### src/logic/uart0_consts.svh
// Register offsets, field positions, reset values and timing counts of serial port 0.
`ifndef UART0_CONSTS_SVH
`define UART0_CONSTS_SVH

// ----------------------------------------------------------------------------
// Register offsets
// ----------------------------------------------------------------------------
`define OFS_POWER_CONTROL  8'h87
`define OFS_UART_CONTROL   8'h98
`define OFS_UART_BUFFER    8'h99
`define OFS_IRQ_ENABLE     8'hA8
`define OFS_STATION_ADDR   8'hA9
`define OFS_STATION_MASK   8'hB9

// ----------------------------------------------------------------------------
// Field positions
// ----------------------------------------------------------------------------
`define CTL_MODE_HI        7
`define CTL_MODE_LO        6
`define CTL_MP             5
`define CTL_REN            4
`define CTL_TB8            3
`define CTL_RB8            2
`define CTL_TI             1
`define CTL_RI             0
`define PWR_DOUBLER        7
`define PWR_FCE            6
`define IE_GLOBAL          7
`define IE_UART            4

// ----------------------------------------------------------------------------
// Reset values
// ----------------------------------------------------------------------------
`define RST_BYTE           8'h00
`define RST_TX_FRAME       11'h7FF

// ----------------------------------------------------------------------------
// Timing counts in system clocks and oversampling ticks
// ----------------------------------------------------------------------------
`define M0_CLKS_SLOW       12
`define M0_CLKS_FAST       4
`define M2_CLKS_SLOW       64
`define M2_CLKS_FAST       32
`define OS_PER_BIT         16
`define OS_MID             8

`endif

### src/logic/uart0_pkg.sv
// Types shared by the serial port 0 modules.
package uart0_pkg;

  typedef logic [1:0] mode_t;

  typedef enum logic [1:0] {
    SH_IDLE,
    SH_M0_TX,
    SH_M0_RX,
    SH_ASYNC_TX
  } shift_state_e;

  typedef enum logic [1:0] {
    RX_IDLE,
    RX_START,
    RX_BITS
  } rx_state_e;

endpackage

### src/logic/serial_timing_if.sv
// Interface carrying mode settings and bit-rate ticks between the port modules.
`timescale 1ns/1ps
`default_nettype none

interface serial_timing_if;
  uart0_pkg::mode_t mode;
  logic             mp_bit;
  logic             doubler;
  logic             timer_tick;
  logic             os_tick;
  logic             half_tick;

  modport gen  (input mode, mp_bit, doubler, timer_tick, output os_tick, half_tick);
  modport core (output mode, mp_bit, doubler, timer_tick, input os_tick, half_tick);
  modport rx   (input mode, os_tick);
endinterface

`default_nettype wire

### src/logic/uart0_baud.sv
// Bit-rate tick generator for all four serial modes.
`timescale 1ns/1ps
`default_nettype none
`include "uart0_consts.svh"

module uart0_baud (
  input  wire logic        ref_clk,
  input  wire logic        rst_n,
  serial_timing_if.gen     tif
);

  logic [5:0] div_q;
  logic [5:0] limit;
  logic       odd_q;
  logic       div_wrap;

  // Mode 0 ticks at each half bit; mode 2 ticks sixteen times per bit.
  always_comb begin
    if (tif.mode == 2'b00) begin
      limit = tif.mp_bit ? 6'(`M0_CLKS_FAST / 2) : 6'(`M0_CLKS_SLOW / 2);
    end else begin
      limit = tif.doubler ? 6'(`M2_CLKS_FAST / `OS_PER_BIT)
                          : 6'(`M2_CLKS_SLOW / `OS_PER_BIT);
    end
  end

  assign div_wrap = (div_q >= limit - 6'h01);

  // Free running divider of the system clock.
  always_ff @(posedge ref_clk or negedge rst_n) begin
    if (!rst_n) begin
      div_q <= 6'h00;
    end else if (div_wrap) begin
      div_q <= 6'h00;
    end else begin
      div_q <= div_q + 6'h01;
    end
  end

  // Without the doubler only every second timer pulse counts.
  always_ff @(posedge ref_clk or negedge rst_n) begin
    if (!rst_n) begin
      odd_q <= 1'b0;
    end else if (tif.timer_tick) begin
      odd_q <= ~odd_q;
    end
  end

  // Variable rate modes follow the external timer pulse.
  always_comb begin
    tif.half_tick = (tif.mode == 2'b00) && div_wrap;
    case (tif.mode)
      2'b10:   tif.os_tick = div_wrap;
      2'b01,
      2'b11:   tif.os_tick = tif.timer_tick && (tif.doubler || odd_q);
      default: tif.os_tick = 1'b0;
    endcase
  end

endmodule

`default_nettype wire

### src/logic/uart0_rx.sv
// Asynchronous receiver with sixteen-fold oversampling.
`timescale 1ns/1ps
`default_nettype none
`include "uart0_consts.svh"

module uart0_rx (
  input  wire logic        ref_clk,
  input  wire logic        rst_n,
  serial_timing_if.rx      tif,
  input  wire logic        rx_en,
  input  wire logic        rxd,
  output logic             done,
  output logic [7:0]       data,
  output logic             ninth,
  output logic             stop_ok
);

  uart0_pkg::rx_state_e state_q;
  logic [3:0]           os_q;
  logic [3:0]           idx_q;
  logic [8:0]           frame_q;
  logic                 prev_q;
  logic [3:0]           last_idx;

  assign last_idx = tif.mode[1] ? 4'd9 : 4'd8;

  // Falling edge detect on the line.
  always_ff @(posedge ref_clk or negedge rst_n) begin
    if (!rst_n) begin
      prev_q <= 1'b1;
    end else begin
      prev_q <= rxd;
    end
  end

  // Frame sequencer; a start bit that is high at its middle is a glitch.
  always_ff @(posedge ref_clk or negedge rst_n) begin
    if (!rst_n) begin
      state_q <= uart0_pkg::RX_IDLE;
      os_q    <= 4'h0;
      idx_q   <= 4'h0;
      frame_q <= 9'h000;
      done    <= 1'b0;
      data    <= 8'h00;
      ninth   <= 1'b0;
      stop_ok <= 1'b0;
    end else begin
      done <= 1'b0;
      if (!rx_en) begin
        state_q <= uart0_pkg::RX_IDLE;
      end else begin
        case (state_q)
          uart0_pkg::RX_IDLE: begin
            if (prev_q && !rxd) begin
              state_q <= uart0_pkg::RX_START;
              os_q    <= 4'h0;
            end
          end
          uart0_pkg::RX_START: begin
            if (tif.os_tick) begin
              os_q <= os_q + 4'h1;
              if (os_q == 4'(`OS_MID - 1)) begin
                os_q    <= 4'h0;
                idx_q   <= 4'h0;
                state_q <= rxd ? uart0_pkg::RX_IDLE : uart0_pkg::RX_BITS;
              end
            end
          end
          uart0_pkg::RX_BITS: begin
            if (tif.os_tick) begin
              os_q <= os_q + 4'h1;
              if (os_q == 4'(`OS_PER_BIT - 1)) begin
                idx_q <= idx_q + 4'h1;
                if (idx_q == last_idx) begin
                  // Reported at the middle of the stop bit.
                  done    <= 1'b1;
                  data    <= frame_q[7:0];
                  ninth   <= tif.mode[1] ? frame_q[8] : rxd;
                  stop_ok <= rxd;
                  state_q <= uart0_pkg::RX_IDLE;
                end else begin
                  frame_q[idx_q] <= rxd;
                end
              end
            end
          end
          default: state_q <= uart0_pkg::RX_IDLE;
        endcase
      end
    end
  end

endmodule

`default_nettype wire

### src/logic/serial_port0.sv
// Serial port 0 with register file, shift engine and station address filter.
//
// The address-and-strobe port was decided locally.
`timescale 1ns/1ps
`default_nettype none
`include "uart0_consts.svh"

module serial_port0 (
  input  wire logic        ref_clk,
  input  wire logic        rst_n,
  input  wire logic [7:0]  reg_addr,
  input  wire logic [7:0]  reg_wdata,
  input  wire logic        reg_wr,
  input  wire logic        reg_rd,
  output logic      [7:0]  reg_rdata,
  input  wire logic        timer_tick,
  output logic             txd,
  input  wire logic        rxd_in,
  output logic             rxd_out,
  output logic             rxd_oe,
  output logic             uart_irq
);

  // --------------------------------------------------------------------------
  // Declarations
  // --------------------------------------------------------------------------
  logic                    mode_hi_q;
  logic                    mode_lo_q;
  logic                    mp_q;
  logic                    ren_q;
  logic                    tb8_q;
  logic                    rb8_q;
  logic                    ti_q;
  logic                    ri_q;
  logic                    fe_q;
  logic                    doubler_q;
  logic                    fce_q;
  logic [7:0]              ie_q;
  logic [7:0]              station_address_q;
  logic [7:0]              smask_q;
  logic [7:0]              rx_buf_q;
  uart0_pkg::mode_t        mode;
  uart0_pkg::shift_state_e sh_q;
  logic [7:0]              shift_q;
  logic [10:0]             tx_frame_q;
  logic [3:0]              cnt_q;
  logic [3:0]              os_q;
  logic                    phase_q;
  logic                    wr_ctrl;
  logic                    wr_buf;
  logic                    ti_set;
  logic                    m0_rx_done;
  logic                    async_rx_en;
  logic                    rx_frame_done;
  logic [7:0]              rx_frame_data;
  logic                    rx_frame_ninth;
  logic                    rx_frame_stop_ok;
  logic                    rx_accept;
  logic                    rx_load;
  logic [7:0]              rx_load_data;
  logic                    fe_set;
  logic [3:0]              stop_idx;

  serial_timing_if tif ();

  // --------------------------------------------------------------------------
  // Helpers
  // --------------------------------------------------------------------------

  // Address decode shared by the write strobes and the read mux.
  function automatic logic hit(input logic [7:0] addr, input logic [7:0] ofs);
    hit = (addr == ofs);
  endfunction

  // Masked station compare; a zero mask matches every address.
  function automatic logic addr_match(input logic [7:0] d, input logic [7:0] a,
                                      input logic [7:0] m);
    addr_match = (((d ^ a) & m) == 8'h00);
  endfunction

  assign mode     = {mode_hi_q, mode_lo_q};
  assign stop_idx = (mode == 2'b01) ? 4'd9 : 4'd10;
  assign wr_ctrl  = reg_wr && hit(reg_addr, `OFS_UART_CONTROL);
  assign wr_buf   = reg_wr && hit(reg_addr, `OFS_UART_BUFFER);

  // --------------------------------------------------------------------------
  // Timing and receiver
  // --------------------------------------------------------------------------

  assign tif.mode       = mode;
  assign tif.mp_bit     = mp_q;
  assign tif.doubler    = doubler_q;
  assign tif.timer_tick = timer_tick;

  uart0_baud u_baud (
    .ref_clk (ref_clk),
    .rst_n   (rst_n),
    .tif     (tif.gen)
  );

  assign async_rx_en = ren_q && (mode != 2'b00);

  uart0_rx u_rx (
    .ref_clk (ref_clk),
    .rst_n   (rst_n),
    .tif     (tif.rx),
    .rx_en   (async_rx_en),
    .rxd     (rxd_in),
    .done    (rx_frame_done),
    .data    (rx_frame_data),
    .ninth   (rx_frame_ninth),
    .stop_ok (rx_frame_stop_ok)
  );

  // In modes 1 to 3 a byte still unread in the buffer blocks the next one, so it is
  // never overwritten; the later byte is lost. In mode 0 the next shift starts as the
  // done flag sets, and its byte overwrites the buffer.
  // ninth bit filter
  always_comb begin
    if (!mp_q) begin
      rx_accept = 1'b1;
    end else if (mode == 2'b01) begin
      rx_accept = rx_frame_stop_ok;
    end else begin
      rx_accept = rx_frame_ninth && addr_match(rx_frame_data, station_address_q, smask_q);
    end
  end

  assign rx_load      = m0_rx_done || (rx_frame_done && rx_accept && !ri_q);
  assign rx_load_data = m0_rx_done ? shift_q : rx_frame_data;

  assign fe_set = rx_frame_done && !rx_frame_stop_ok && fce_q;

  // --------------------------------------------------------------------------
  // Shift engine
  // --------------------------------------------------------------------------

  // Mode 0 shifts both ways on the receive pin with the clock on the
  // transmit pin; the asynchronous transmitter runs beside the receiver.
  always_ff @(posedge ref_clk or negedge rst_n) begin
    if (!rst_n) begin
      sh_q       <= uart0_pkg::SH_IDLE;
      shift_q    <= `RST_BYTE;
      tx_frame_q <= `RST_TX_FRAME;
      cnt_q      <= 4'h0;
      os_q       <= 4'h0;
      phase_q    <= 1'b0;
      ti_set     <= 1'b0;
      m0_rx_done <= 1'b0;
    end else begin
      ti_set     <= 1'b0;
      m0_rx_done <= 1'b0;
      case (sh_q)
        uart0_pkg::SH_IDLE: begin
          cnt_q   <= 4'h0;
          os_q    <= 4'h0;
          phase_q <= 1'b0;
          if (wr_buf) begin
            if (mode == 2'b00) begin
              shift_q <= reg_wdata;
              sh_q    <= uart0_pkg::SH_M0_TX;
            end else begin
              tx_frame_q <= {1'b1, (mode[1] ? tb8_q : 1'b1), reg_wdata, 1'b0};
              sh_q       <= uart0_pkg::SH_ASYNC_TX;
            end
          end else if (mode == 2'b00 && ren_q && !ri_q) begin
            sh_q <= uart0_pkg::SH_M0_RX;
          end
        end
        uart0_pkg::SH_M0_TX,
        uart0_pkg::SH_M0_RX: begin
          if (tif.half_tick) begin
            phase_q <= ~phase_q;
            if (!phase_q) begin
              if (sh_q == uart0_pkg::SH_M0_RX) begin
                shift_q <= {rxd_in, shift_q[7:1]};
              end
            end else begin
              if (sh_q == uart0_pkg::SH_M0_TX) begin
                shift_q <= {1'b1, shift_q[7:1]};
              end
              cnt_q <= cnt_q + 4'h1;
              if (cnt_q == 4'd7) begin
                ti_set     <= (sh_q == uart0_pkg::SH_M0_TX);
                m0_rx_done <= (sh_q == uart0_pkg::SH_M0_RX);
                sh_q       <= uart0_pkg::SH_IDLE;
              end
            end
          end
        end
        uart0_pkg::SH_ASYNC_TX: begin
          if (tif.os_tick) begin
            os_q <= os_q + 4'h1;
            if (os_q == 4'(`OS_PER_BIT - 1)) begin
              tx_frame_q <= {1'b1, tx_frame_q[10:1]};
              cnt_q      <= cnt_q + 4'h1;
              ti_set <= (cnt_q + 4'h1 == stop_idx);
              if (cnt_q == stop_idx) begin
                sh_q <= uart0_pkg::SH_IDLE;
              end
            end
          end
        end
        default: sh_q <= uart0_pkg::SH_IDLE;
      endcase
    end
  end

  always_ff @(posedge ref_clk or negedge rst_n) begin
    if (!rst_n) begin
      txd     <= 1'b1;
      rxd_out <= 1'b1;
      rxd_oe  <= 1'b0;
    end else begin
      case (sh_q)
        uart0_pkg::SH_M0_TX,
        uart0_pkg::SH_M0_RX: txd <= phase_q;
        uart0_pkg::SH_ASYNC_TX: txd <= tx_frame_q[0];
        default: txd <= 1'b1;
      endcase
      rxd_out <= (sh_q == uart0_pkg::SH_M0_TX) ? shift_q[0] : 1'b1;
      rxd_oe  <= (sh_q == uart0_pkg::SH_M0_TX);
    end
  end

  // --------------------------------------------------------------------------
  // Register file
  // --------------------------------------------------------------------------

  // Control bits; hardware set wins over a software clear in the same cycle.
  // shared top bit
  always_ff @(posedge ref_clk or negedge rst_n) begin
    if (!rst_n) begin
      mode_hi_q <= 1'b0;
      mode_lo_q <= 1'b0;
      mp_q      <= 1'b0;
      ren_q     <= 1'b0;
      tb8_q     <= 1'b0;
      fe_q      <= 1'b0;
    end else begin
      if (wr_ctrl) begin
        mode_lo_q <= reg_wdata[`CTL_MODE_LO];
        mp_q      <= reg_wdata[`CTL_MP];
        ren_q     <= reg_wdata[`CTL_REN];
        tb8_q     <= reg_wdata[`CTL_TB8];
        if (!fce_q) begin
          mode_hi_q <= reg_wdata[`CTL_MODE_HI];
        end
      end
      if (fe_set) begin
        fe_q <= 1'b1;
      end else if (wr_ctrl && fce_q) begin
        fe_q <= reg_wdata[`CTL_MODE_HI];
      end
    end
  end

  // Done flags and received data.
  // receive ninth bit
  always_ff @(posedge ref_clk or negedge rst_n) begin
    if (!rst_n) begin
      ti_q     <= 1'b0;
      ri_q     <= 1'b0;
      rb8_q    <= 1'b0;
      rx_buf_q <= `RST_BYTE;
    end else begin
      ti_q <= ti_set || (wr_ctrl ? reg_wdata[`CTL_TI] : ti_q);
      ri_q <= rx_load || (wr_ctrl ? reg_wdata[`CTL_RI] : ri_q);
      if (rx_load) begin
        rx_buf_q <= rx_load_data;
        if (!m0_rx_done) begin
          rb8_q <= rx_frame_ninth;
        end
      end else if (wr_ctrl) begin
        rb8_q <= reg_wdata[`CTL_RB8];
      end
    end
  end

  // Plain read/write registers.
  always_ff @(posedge ref_clk or negedge rst_n) begin
    if (!rst_n) begin
      doubler_q <= 1'b0;
      fce_q     <= 1'b0;
      ie_q      <= `RST_BYTE;
      station_address_q   <= `RST_BYTE;
      smask_q   <= `RST_BYTE;
    end else if (reg_wr) begin
      if (hit(reg_addr, `OFS_POWER_CONTROL)) begin
        doubler_q <= reg_wdata[`PWR_DOUBLER];
        fce_q     <= reg_wdata[`PWR_FCE];
      end
      if (hit(reg_addr, `OFS_IRQ_ENABLE)) begin
        ie_q <= reg_wdata;
      end
      if (hit(reg_addr, `OFS_STATION_ADDR)) begin
        station_address_q <= reg_wdata;
      end
      if (hit(reg_addr, `OFS_STATION_MASK)) begin
        smask_q <= reg_wdata;
      end
    end
  end

  // Read data stand for one cycle only; unmapped addresses read zero.
  // buffer read side
  always_ff @(posedge ref_clk or negedge rst_n) begin
    if (!rst_n) begin
      reg_rdata <= 8'h00;
    end else if (!reg_rd) begin
      reg_rdata <= 8'h00;
    end else if (hit(reg_addr, `OFS_UART_CONTROL)) begin
      reg_rdata <= {(fce_q ? fe_q : mode_hi_q), mode_lo_q, mp_q, ren_q,
                    tb8_q, rb8_q, ti_q, ri_q};
    end else if (hit(reg_addr, `OFS_UART_BUFFER)) begin
      reg_rdata <= rx_buf_q;
    end else if (hit(reg_addr, `OFS_POWER_CONTROL)) begin
      reg_rdata <= {doubler_q, fce_q, 6'h00};
    end else if (hit(reg_addr, `OFS_IRQ_ENABLE)) begin
      reg_rdata <= ie_q;
    end else if (hit(reg_addr, `OFS_STATION_ADDR)) begin
      reg_rdata <= station_address_q;
    end else if (hit(reg_addr, `OFS_STATION_MASK)) begin
      reg_rdata <= smask_q;
    end else begin
      reg_rdata <= 8'h00;
    end
  end

  // Interrupt request toward the processor; power fail is handled elsewhere.
  // port enable gate
  assign uart_irq = (ti_q || ri_q) && ie_q[`IE_UART] && ie_q[`IE_GLOBAL];

endmodule

`default_nettype wire

### config.mk
export PLATFORM = sky130hd
export DESIGN_NAME = serial_port0
export DESIGN_NICKNAME = d
export VERILOG_FILES = /design/src/logic/uart0_pkg.sv /design/src/logic/serial_timing_if.sv /design/src/logic/uart0_baud.sv /design/src/logic/uart0_rx.sv /design/src/logic/serial_port0.sv
export VERILOG_INCLUDE_DIRS = /design/src /design/src/logic
export SDC_FILE = /design/constraint.sdc
export NUM_CORES = 1
export LEC_CHECK = 0
export BUFFER_PORTS_ARGS = -buffer_cell sky130_fd_sc_hd__clkbuf_2
export CORE_MARGIN = 10
export CORE_UTILIZATION = 25
export CTS_CLUSTER_SIZE = 28
export DETAILED_ROUTE_END_ITERATION = 10
export PLACE_DENSITY_LB_ADDON = 0.08
export SYNTH_ARGS = -nofsm -noshare
export SYNTH_HDL_FRONTEND = slang
export SYNTH_SLANG_ARGS = --single-unit
### constraint.sdc
create_clock -name ref_clk -period 5 [get_ports ref_clk]
set_input_delay 0.25 -clock ref_clk [delete_from_list [all_inputs] [get_ports ref_clk]]
set_output_delay 0.25 -clock ref_clk [all_outputs]
set_load 0.1 [all_outputs]
==> results of run 1 <==
## cell usage in the layout (no fill, tap or decap), types with 18 or more instances in the layout
master / count
dfrtp_1: 110
nand2_1: 75
mux2_2: 54
o21ai_0: 35
nor2_1: 33
a21oi_1: 32
clkbuf_2: 32
ha_1: 23
inv_1: 18
nand3_1: 18
mux2i_1: 18
## final cells by class
class                           count  area share [%]
Multi-Input combinational cell    458            42.7
Sequential cell                   123            40.0
Clock buffer                       18            5.54
Tap cell                          335            5.41
Clock inverter                     14            2.83
Timing Repair Buffer               38            2.65
Inverter                           18           0.873
## critical path: cells and delay by family, from the launching register on
kind                       cells  cell delay, ps
and+or+nand+nor                5            1110
AOI/OAI and AO/OA              2             860
DFF                            1             500
muxes                          1             400
adders and majority gates      2             540
buffers and inverters          1              50
## cell families after synthesis
logic type	after synthesis	share of synthesized area [%]
adders and majority gates	23	4.38
AOI/OAI and AO/OA	132	14.2
muxes	80	13.4
DFF	123	47.0
and+or+nand+nor	203	15.6
xor gates and xnor gates	20	2.66
buffers and inverters	45	2.82
## metal layers
| metal | vias up | share of wire (%) | global-route usage [%] |
|---|---|---|---|
| met1 | 2431 | 49 | 16.2 |
| met4 | 0 | 1.4 | 3.61 |
| li1 | 2320 | - | - |
| met2 | 88 | 45 | 17.8 |
| met5 | - | 0 | 0 |
| met3 | 19 | 3.9 | 2.22 |
## final timing paths
kind	endpoint	slack, ps	cells past startpoint
worst max-delay path	shift_q[3]	1420	11
worst min-delay path	ie_q[6]	-4	1
worst max register to register	shift_q[3]	1420	11
worst min register to register	ti_q	470	1
max in group asynchronous	phase_q	3740	2
min in group ref_clk	u_rx.prev_q	110	1
## power by group
group          switching [mW]  internal [mW]  total [mW]
clock                   0.479          0.888        1.37
combinational           0.350          0.253       0.603
sequential              0.122           1.14        1.26
## through the flow
stage          worst slack, ps  instances  utilization (%)  area, um^2
2_1_floorplan             1720        626                -        6580
3_3_place_gp              1490        972             27.3        7100
3_5_place_dp              1420        972             27.3        7100
4_1_cts                   1400       1004             29.8        7740
5_1_grt                   1240       1004             29.8        7740
6_report                  1420       1004             29.8        7740
==> results.md, run 1 <==
* #FFs+latches synth at 123
* Initial drt markers at 322
* Final setup vio count at 0
* Initial antenna violation count at 0
* FILL cells at around 2700
* Power Total at 3.23 mW
* Starting Density at 25.3%
* Detail Placement HPWL at 14.1 mm
* Distinct cells, synth at 60
* Sequential cell area at 3090 um^2
* Critical-path top delay cell: a221oi_4
* Share of post-route cells with drive strength above 1 at between 20% and 30%
* Crit path arrival time at 3880 ps
* Synth Area per Inst at 10.5 um^2
* Most flops, register: tx_frame_q
* Maximum Capacitance Violations at 0
* Clock Pin Slew Worst Setup and Hold Paths at approximately 60 ps
* Seq/Total Area, Yosys at 47.0%
* Crit path required time at 5300 ps
* Largest net degree at the start of global routing at 75
* Core region area at 26000 um^2
* Fin Setup TNS at 0 ps
* Top-count cell post-synth: dfrtp_1
* Cts hold-fix bufs at 0
* Diodes inserted at 0
* Synth Instances at 626
* Post-Route WL at 19.2 mm
* Drt drc at 0
* Max FO, Critical Path at 10
* Post-synth EDFFs at 0
* Net Count, Synth at ~670
* Drt wl/cell at roughly 19 um
* Cell taking the most area after synthesis: dfrtp_1
* Clock period minus worst slack at 3580 ps
* Hold crit path type: input port to async pin
* Die area at 33200 um^2
* Leakage Power at 3.43 nW
* Reg2reg start: mode_hi_q
* I/O Buffers at 33
* Cell Pwr Density at between 400 and 500 nW/um^2
* Outcome: finished with violations
* Fin. max-slew vios at 0
* Max Clk Rate at approximately 0.28 GHz
* Worst Max-Slew Pin Slew at 1030 ps
* Synthesized area at about 6600 um^2
* Asr flop ratio synth at 100%
* First-pass GRT wire length at between 30 and 40 mm
* NumNets Final at 701
* Failing checks: hold timing
* Tcrit/Tclk final at between 70% and 80%
* Yosys warnings at 0
* Largest regs: tx_frame_q: 10 flops, u_rx.frame_q: 9 flops
* Slew HR at a little under a third
* CTS tree: done
* Total Routing Usage GR at 11.7%
* Critical path class: flop to flop
* Grt ovf at 0
* Number of global-route vias before repair at 4908
* CP Launch Type: flop
* Ys flop type: dfrtp_1
* CTS root buf: clkbuf_16
* Fin. Hold Viols at 3
* H-tree depth at 4
* Number of routed nets with antenna violations at 0
* RSZ-0062 raised after global routing: no
* Maximum buffer depth of the clock tree at 2
* Largest register FFs at 10
* CP max stage delay at 580 ps
* Vias/cell at 4.84
* Max IR drop VDD at around 0.20 mV
* Dominant cells by area after synthesis: dfrtp_1 42%, mux2_2 9.2%, dfstp_2 5.2%
* Yosys top cell area share at 41.8%
* Vert. Die Dim at 182 um
* Post-synth top cells: 110 x dfrtp_1, 75 x nand2_1, 54 x mux2_2
* Area delta synth->final at 17.7%
* Area of the multi-input gates at roughly 3300 um^2
* Clk_lat worst skew at 420 ps
* Clk sinks at roughly 120
* Clock Skew at 10.0 ps
* Pre-antenna DRT Iters at 5
* Core Rows at slightly below 60
* GPL Wtd Cong at around 0.77
* Vias at 4858
* Worst path cell trace: or2_2 -> nand2b_1 -> inv_1 -> ha_1 -> ha_1 -> nand4_1 -> o22a_2 -> nand2_1 -> nand2_1 -> a221oi_4 -> mux2_2
* # Post-CTS Setup Buffers at 0
* Worst Setup End Kind: flop
* Die span in x at 182 um
* Post_cts resized at 0
* CP startpoint: mode_hi_q
* Hold_ws at -4.46 ps
* I/O pin count at 34
* Number of buffers created by CTS at 17
Note: power is estimated with default switching activity, not from simulation.
==> run 2: changes to the inputs <==
- ABC_AREA: default -> 1
- clock period: 5 -> 3.3 ns (I/O delays scaled with it)
==> run 2 against run 1 <==
Compared with the run above:
- the run now ends clean
- clock power up 45%
- non-clock buffer count up 7
- count of clock-buffer cells in the layout unchanged
- worst hold slack better by 43 ps
- sequential power up 49%
- critical endpoint is now shift_q[2]
==> results.md, run 2 <==
* Net Count, Synth at 828 (was 671)
* Drt wl/cell at 15.8 um (was 19.1 um)
* Die span in x at 180 um (was 182 um)
* Diodes inserted at 0 (unchanged)
* Largest net degree at the start of global routing at 53 (was 75)
* Ys flop type: dfrtp_1 (unchanged)
* Most frequent cells in the layout: 217 x nand2_1, 110 x dfrtp_1, 79 x inv_1 (was 110 x dfrtp_1, 75 x nand2_1, 54 x mux2_2)
* Slew HR at 52.9% (was 31.4%)
* CTS root buf: clkbuf_16 (unchanged)
* Most flops, register: tx_frame_q (unchanged)
* CTS tree: done (unchanged)
* Most common cell after layout, fill and taps aside: nand2_1 (was dfrtp_1)
* Cell taking the most area after synthesis: dfrtp_1 (unchanged)
* Core Rows at 58 (was 59)
* Largest family of logic cells by synthesized area: simple AND/OR/NAND/NOR gates (unchanged)
* Worst Path Buf+Inv at 1 (unchanged)
* GPL Wtd Cong at 0.800 (was 0.766)
* Outcome: completed (was finished with violations)
* Post-synth top cells: 217 x nand2_1, 110 x dfrtp_1, 79 x inv_1 (was 110 x dfrtp_1, 75 x nand2_1, 54 x mux2_2)
* Synth Area in XOR/XNOR at 1.10% (was 2.66%)
* Max IR drop VDD at 0.253 mV (was 0.197 mV)
* Maximum buffer depth of the clock tree at 2 (unchanged)
* NumNets Final at 874 (was 701)
* Post-Route WL at 18.6 mm (was 19.2 mm)
* Final core utilization at 30.3% (was 29.8%)
* Detail Placement HPWL at 14.1 mm (about the same)
* Placed Cells at 1133 (was 972)
* Pre-antenna DRT Iters at 5 (unchanged)
* Worst path cell trace: nor2_2 -> nor2_1 -> nor2_1 -> ha_1 -> inv_1 -> ha_1 -> nand2_1 -> nor2_1 -> o21ai_1 -> o211ai_4 -> nand2_1 -> nand2_1 -> nand3_2 -> nand2_1 -> o21ai_2 (was or2_2 -> nand2b_1 -> inv_1 -> ha_1 -> ha_1 -> nand4_1 -> o22a_2 -> nand2_1 -> nand2_1 -> a221oi_4 -> mux2_2)
* FILL cells at 2676 (was 2710)
* Maximum Capacitance Violations at 0 (unchanged)
* Hold crit path type: input port to flop (was input port to async pin)
* Crit path required time at 3590 ps (was 5300 ps)
* Clk sinks at 123 (unchanged)
* Synthesized area at 6370 um^2 (was 6580 um^2)
* Number of routed nets with antenna violations at 0 (unchanged)
* Distinct cells, synth at 46 (was 60)
* Max FO, Critical Path at 16 (was 10)
* Max Clk Rate at 0.333 GHz (was 0.279 GHz)
* Fin Setup TNS at 0 ps (unchanged)
* Vias/cell at 4.45 (was 4.84)
* Total Routing Usage GR at 11.7% (about the same)
* Clk_lat worst skew at 420 ps (about the same)
* Yosys top cell area share at 43.2% (was 41.8%)
* Fin cells at 1172 (was 1004)
* Core region area at 25100 um^2 (was 26000 um^2)
* Critical-path top delay cell: dfrtp_1 (was a221oi_4)
* Post-synth EDFFs at 0 (unchanged)
* Post-Synth Simple-Gate Area at 23.5% (was 15.6%)
* Number of buffers created by CTS at 17 (unchanged)
* Power Total at 4.82 mW (was 3.23 mW)
* Top Family by Delay on Critical Path: simple AND/OR/NAND/NOR gates (unchanged)
* Synth Instances at 783 (was 626)
* Clock period minus worst slack at 3000 ps (was 3580 ps)
* #FFs+latches synth at 123 (unchanged)
* Adder-Cell Fraction of Synth Area at 4.52% (was 4.38%)
* Final setup vio count at 0 (unchanged)
* I/O Buffers at 33 (unchanged)
* Initial drt markers at 325 (was 322)
* # Post-CTS Setup Buffers at 0 (unchanged)
* Worst Setup End Kind: flop (unchanged)
* CP max stage delay at 440 ps (was 580 ps)
* Setup WS pre-CTS at 285 ps (was 1420 ps)
* Cell Pwr Density at 634 nW/um^2 (was 417 nW/um^2)
* Placed Area at 6900 um^2 (was 7100 um^2)
* Dominant cells by area after synthesis: dfrtp_1 43%, nand2_1 13%, o21ai_0 6.1% (was dfrtp_1 42%, mux2_2 9.2%, dfstp_2 5.2%)
* Fin. Hold Viols at 0 (was 3)
* Synth Area in Compound Gates at 15.8% (was 14.2%)
* Initial antenna violation count at 0 (unchanged)
* Share of post-route cells with drive strength above 1 at 14.1% (was 23.6%)
* Grt ovf at 0 (unchanged)
* Seq/Total Area, Yosys at 48.6% (was 47.0%)
* Yosys warnings at 0 (unchanged)
* Final worst slack at 295 ps (was 1420 ps)
* Final std cell area, no fill at 7600 um^2 (was 7740 um^2)
* Vert. Die Dim at 180 um (was 182 um)
* Crit path arrival time at 3300 ps (was 3880 ps)
* Starting Density at 25.4% (was 25.3%)
* Fin. max-slew vios at 0 (unchanged)
* I/O pin count at 34 (unchanged)
* Worst Max-Slew Pin Slew at 706 ps (was 1030 ps)
* Number of global-route vias before repair at 5298 (was 4908)
* Area delta synth->final at 19.4% (was 17.7%)
* Mux contribution to synthesized area at 0% (was 13.4%)
* Tcrit/Tclk final at 91.0% (was 71.6%)
* CP Launch Type: flop (unchanged)
* Top-count cell post-synth: nand2_1 (was dfrtp_1)
* Largest regs: tx_frame_q: 10 flops, u_rx.frame_q: 9 flops (unchanged)
* Largest register FFs at 10 (unchanged)
* CP most frequent cell: nand2_1
* Clock Skew at 12.8 ps (was 10.0 ps)
* Critical path class: flop to flop (unchanged)
* Synth Area per Inst at 8.13 um^2 (was 10.5 um^2)
* Hold_ws at 38.6 ps (was -4.46 ps)
* Drt drc at 0 (unchanged)
* Asr flop ratio synth at 100% (unchanged)
* Vias at 5216 (was 4858)
* H-tree depth at 4 (unchanged)
* Leakage Power at 3.57 nW (was 3.43 nW)
* Die area at 32300 um^2 (was 33200 um^2)
* First-pass GRT wire length at 29.9 mm (was 30.2 mm)
* Clock Pin Slew Worst Setup and Hold Paths at 60 ps (about the same)
run 2: path summary, 6_finish.rpt:
check | startpoint | endpoint | depth (start not counted) | slack [ps]
worst max register to register | mode_hi_q | shift_q[2] | 15 | 300
worst max-delay path | mode_hi_q | shift_q[2] | 15 | 300
max in group asynchronous | rst_n | rx_buf_q[3] | 3 | 2140
min in group asynchronous | rst_n | u_baud.div_q[2] | 2 | 340
worst min-delay path | reg_wdata[0] | station_address_q[0] | 3 | 40
worst min register to register | ti_set | ti_q | 2 | 440
run 2: worst register-to-register path: cells and delay by family, from the launching register on:
| family | cells | cell delay (ps) |
|---|---|---|
| AOI/OAI and AO/OA | 3 | 350 |
| adders and majority gates | 2 | 440 |
| buffers and inverters | 1 | 70 |
| DFF | 1 | 440 |
| and+or+nand+nor | 9 | 1580 |
run 2: where the power goes:
part	internal, mW	total [mW]	switching (mW)
combinational	0.312	0.950	0.637
clock	1.23	1.99	0.765
sequential	1.74	1.88	0.141
total	3.28	4.82	1.54
run 2: metal layers:
metal  global-route usage, %  vias to the layer above  wire length, um
met2                    19.3                       73             8910
met5                       0                        -                0
met4                    3.01                        0              174
met3                    2.67                       11              518
met1                    15.0                     2460             8960
li1                        -                     2672                -
run 2: final cells by class:
| class | instances | area [um^2] | share of cell area, % |
|---|---|---|---|
| flip-flops and latches | 123 | 3090 | 40.7 |
| well taps | 330 | 413 | 5.43 |
| clock buffers | 18 | 439 | 5.77 |
| repair buffers | 45 | 288 | 3.78 |
| clock inverters | 14 | 183 | 2.40 |
| multi-input cells | 557 | 2870 | 37.7 |
| inverters | 85 | 319 | 4.20 |
run 2: kinds of logic after synthesis:
group | after synthesis
simple gates | 344
compound gates | 182
flops | 123
buf+inv | 103
fa+ha+maj | 23
xor+xnor | 8
run 2: what timing repair did:
action                                  CTS  global route
endpoints found under the setup margin    0             9
gates resized for setup                   0             2
hold buffers                              7             0
endpoints found under the hold margin    52             0
==> run 3: changes to the inputs <==
- CELL_PAD_IN_SITES_DETAIL_PLACEMENT: default -> 0
- CELL_PAD_IN_SITES_GLOBAL_PLACEMENT: default -> 2
==> run 3 against run 2 <==
Compared with the run above:
- critical path depth did not move
- combinational power rose by 1%
- global-route usage rose by 0.53 points
- critical endpoint is now shift_q[7]
- highest routed layer unchanged
==> results.md, run 3 (synthesis results as in run 2) <==
* Outcome: completed (unchanged)
* Number of routed nets with antenna violations at 0 (unchanged)
* Post-Route WL at 19.3 mm (was 18.6 mm)
* Most common cell after layout, fill and taps aside: nand2_1 (unchanged)
* Vias at 5136 (was 5216)
* Initial antenna violation count at 0 (unchanged)
* Diodes inserted at 0 (unchanged)
* Leakage Power at 3.55 nW (was 3.57 nW)
* Hold path depth at 3 (unchanged)
* Seq pwr share at 39.5% (was 39.0%)
* Core Rows at 58 (unchanged)
* Largest net degree at the start of global routing at 81 (was 53)
* GPL Wtd Cong at 0.769 (was 0.800)
* Combinational power share at 20.1% (was 19.7%)
* Slew HR at 45.5% (was 52.9%)
* Pre-antenna DRT Iters at 5 (unchanged)
* Die area at 32300 um^2 (unchanged)
* Grt ovf at 0 (unchanged)
* Most frequent cells in the layout: 217 x nand2_1, 110 x dfrtp_1, 79 x inv_1 (unchanged)
* First-pass GRT wire length at 30.9 mm (was 29.9 mm)
* Fin Setup TNS at 0 ps (unchanged)
* Max IR drop VDD at 0.420 mV (was 0.253 mV)
* Power Total at 4.78 mW (was 4.82 mW)
* Fin. Hold Viols at 0 (unchanged)
* Clk_lat worst skew at 410 ps (was 420 ps)
* Clk sinks at 123 (unchanged)
* Most flops, register: tx_frame_q (unchanged)
* CP most frequent cell: nand2_1 (unchanged)
* Drt wl/cell at 16.5 um (was 15.8 um)
* CTS root buf: clkbuf_16 (unchanged)
* Die span in x at 180 um (unchanged)
* CP Launch Type: flop (unchanged)
* FF-to-FF setup slack at 310 ps (was 300 ps)
* Worst path cell trace: nor2_2 -> nor2_1 -> nor2_1 -> ha_1 -> inv_1 -> ha_1 -> nand2_1 -> nor2_1 -> o21ai_1 -> o211ai_4 -> nand2_1 -> nand2_1 -> nand3_2 -> nand2_1 -> o21ai_2 (unchanged)
* Fin. max-slew vios at 0 (unchanged)
* Sequential cell area at 3090 um^2 (unchanged)
* FILL cells at 2738 (was 2676)
* Clock Skew at 12.5 ps (was 12.8 ps)
* Switch Pwr at 1.49 mW (was 1.54 mW)
* Crit path required time at 3590 ps (about the same)
* Crit path arrival time at 3270 ps (was 3300 ps)
* Placed Area at 6900 um^2 (about the same)
* I/O pin count at 34 (unchanged)
* Vias/cell at 4.39 (was 4.45)
* Final setup vio count at 0 (unchanged)
* Max FO, Critical Path at 16 (unchanged)
* H-tree depth at 4 (unchanged)
* Number of buffers created by CTS at 17 (unchanged)
* Total Routing Usage GR at 12.2% (was 11.7%)
* R2R Path End: shift_q[7] (was shift_q[2])
* Clock period minus worst slack at 2990 ps (was 3000 ps)
* CP max stage delay at 430 ps (was 440 ps)
* Number of global-route vias before repair at 5214 (was 5298)
* Final std cell area, no fill at 7570 um^2 (was 7600 um^2)
* Worst Max-Slew Pin Slew at 818 ps (was 706 ps)
* Tcrit/Tclk final at 90.5% (was 91.0%)
* Largest register FFs at 10 (unchanged)
* Worst Setup End Kind: flop (unchanged)
* Critical path class: flop to flop (unchanged)
* Internal power at 3.30 mW (was 3.28 mW)
* Vert. Die Dim at 180 um (unchanged)
* Max Clk Rate at 0.335 GHz (was 0.333 GHz)
* Initial drt markers at 311 (was 325)
* Maximum buffer depth of the clock tree at 2 (unchanged)
* I/O Buffers at 33 (unchanged)
* Min-delay src: reg_wdata[2] (was reg_wdata[0])
* Sw Share at 31.1% (was 32.0%)
* Cell Pwr Density at 632 nW/um^2 (was 634 nW/um^2)
* Cells on worst reg2reg path at 15 (unchanged)
* Reg2reg start: mode_hi_q (unchanged)
* # Post-CTS Setup Buffers at 0 (unchanged)
* Detail Placement HPWL at 14.6 mm (was 14.1 mm)
* CTS tree: done (unchanged)
* Drt drc at 0 (unchanged)
* Clock power frac at 40.4% (was 41.3%)
* Area delta synth->final at 19.0% (was 19.4%)
* Maximum Capacitance Violations at 0 (unchanged)
* Largest regs: tx_frame_q: 10 flops, u_rx.frame_q: 9 flops (unchanged)
* Critical-path top delay cell: dfrtp_1 (unchanged)
* NumNets Final at 873 (was 874)
* Clock Pin Slew Worst Setup and Hold Paths at 60 ps (about the same)
* WHS Endpoint: station_address_q[2] (was station_address_q[0])
* Starting Density at 25.4% (unchanged)
* Core region area at 25100 um^2 (unchanged)
* RSZ-0062 raised after global routing: no
* Share of post-route cells with drive strength above 1 at 13.4% (was 14.1%)
* Hold crit path type: input port to flop (unchanged)
* Area of the multi-input gates at 2870 um^2 (about the same)
==> run 3: final cells by class <==
class                      instances  area share [%]
sequential                       123            40.8
multi-input combinational        557            37.8
clock buffer                      24            6.36
tap                              330            5.45
inverter                          85            4.21
timing repair buffer              44            3.75
clock inverter                     8            1.55
==> run 3: worst max-delay path by stage <==
stage	from	to	cells past startpoint
after floorplan	mode_lo_q	shift_q[3]	15
after global placement	mode_hi_q	shift_q[4]	13
after detailed placement	mode_hi_q	shift_q[7]	13
after CTS	mode_hi_q	shift_q[7]	13
after global routing	mode_hi_q	shift_q[1]	15
final	mode_hi_q	shift_q[7]	15
==> run 3: routing by layer <==
layer  vias to the layer above  track usage (%)  wire length, um
li1                       2648                -                -
met3                         8             2.69              585
met4                         0             2.65              134
met2                        70             19.9             9080
met1                      2410             16.1             9530
met5                         -                0                0
==> run 3: per-stage QoR <==
step | hold WS [ps] | utilization (%) | setup WS (ps) | cells
4_1_cts | 60.8 | 30.1 | 236 | 1171
3_3_place_gp | 289 | 27.5 | 397 | 1132
2_1_floorplan | -131 | - | 753 | 783
5_1_grt | 63.3 | 30.2 | 20.7 | 1171
3_5_place_dp | 311 | 27.5 | 257 | 1132
6_report | 56.9 | 30.2 | 314 | 1171
==> run 3: repair_timing <==
item	in CTS	in global routing
hold buffers	7	0
setup endpoints to repair	0	8
hold endpoints to repair	73	0
gates resized for setup	0	1
==> run 3: power groups by stage <==
stage          logic [mW]  registers [mW]  clock network (mW)
5_1_grt              1.10            1.92                2.05
2_1_floorplan       0.672            1.91                   0
6_report            0.961            1.89                1.93
4_1_cts             0.965            1.89                1.99
3_5_place_dp        0.954            1.91                   0
3_3_place_gp        0.940            1.91                   0
==> run 3: critical path: cells and delay by family (launching register included) <==
family / cells / cell delay, ps
fa+ha+maj: 2 / 440
buf+inv: 1 / 70
flops: 1 / 430
compound gates: 3 / 320
simple gates: 9 / 1590
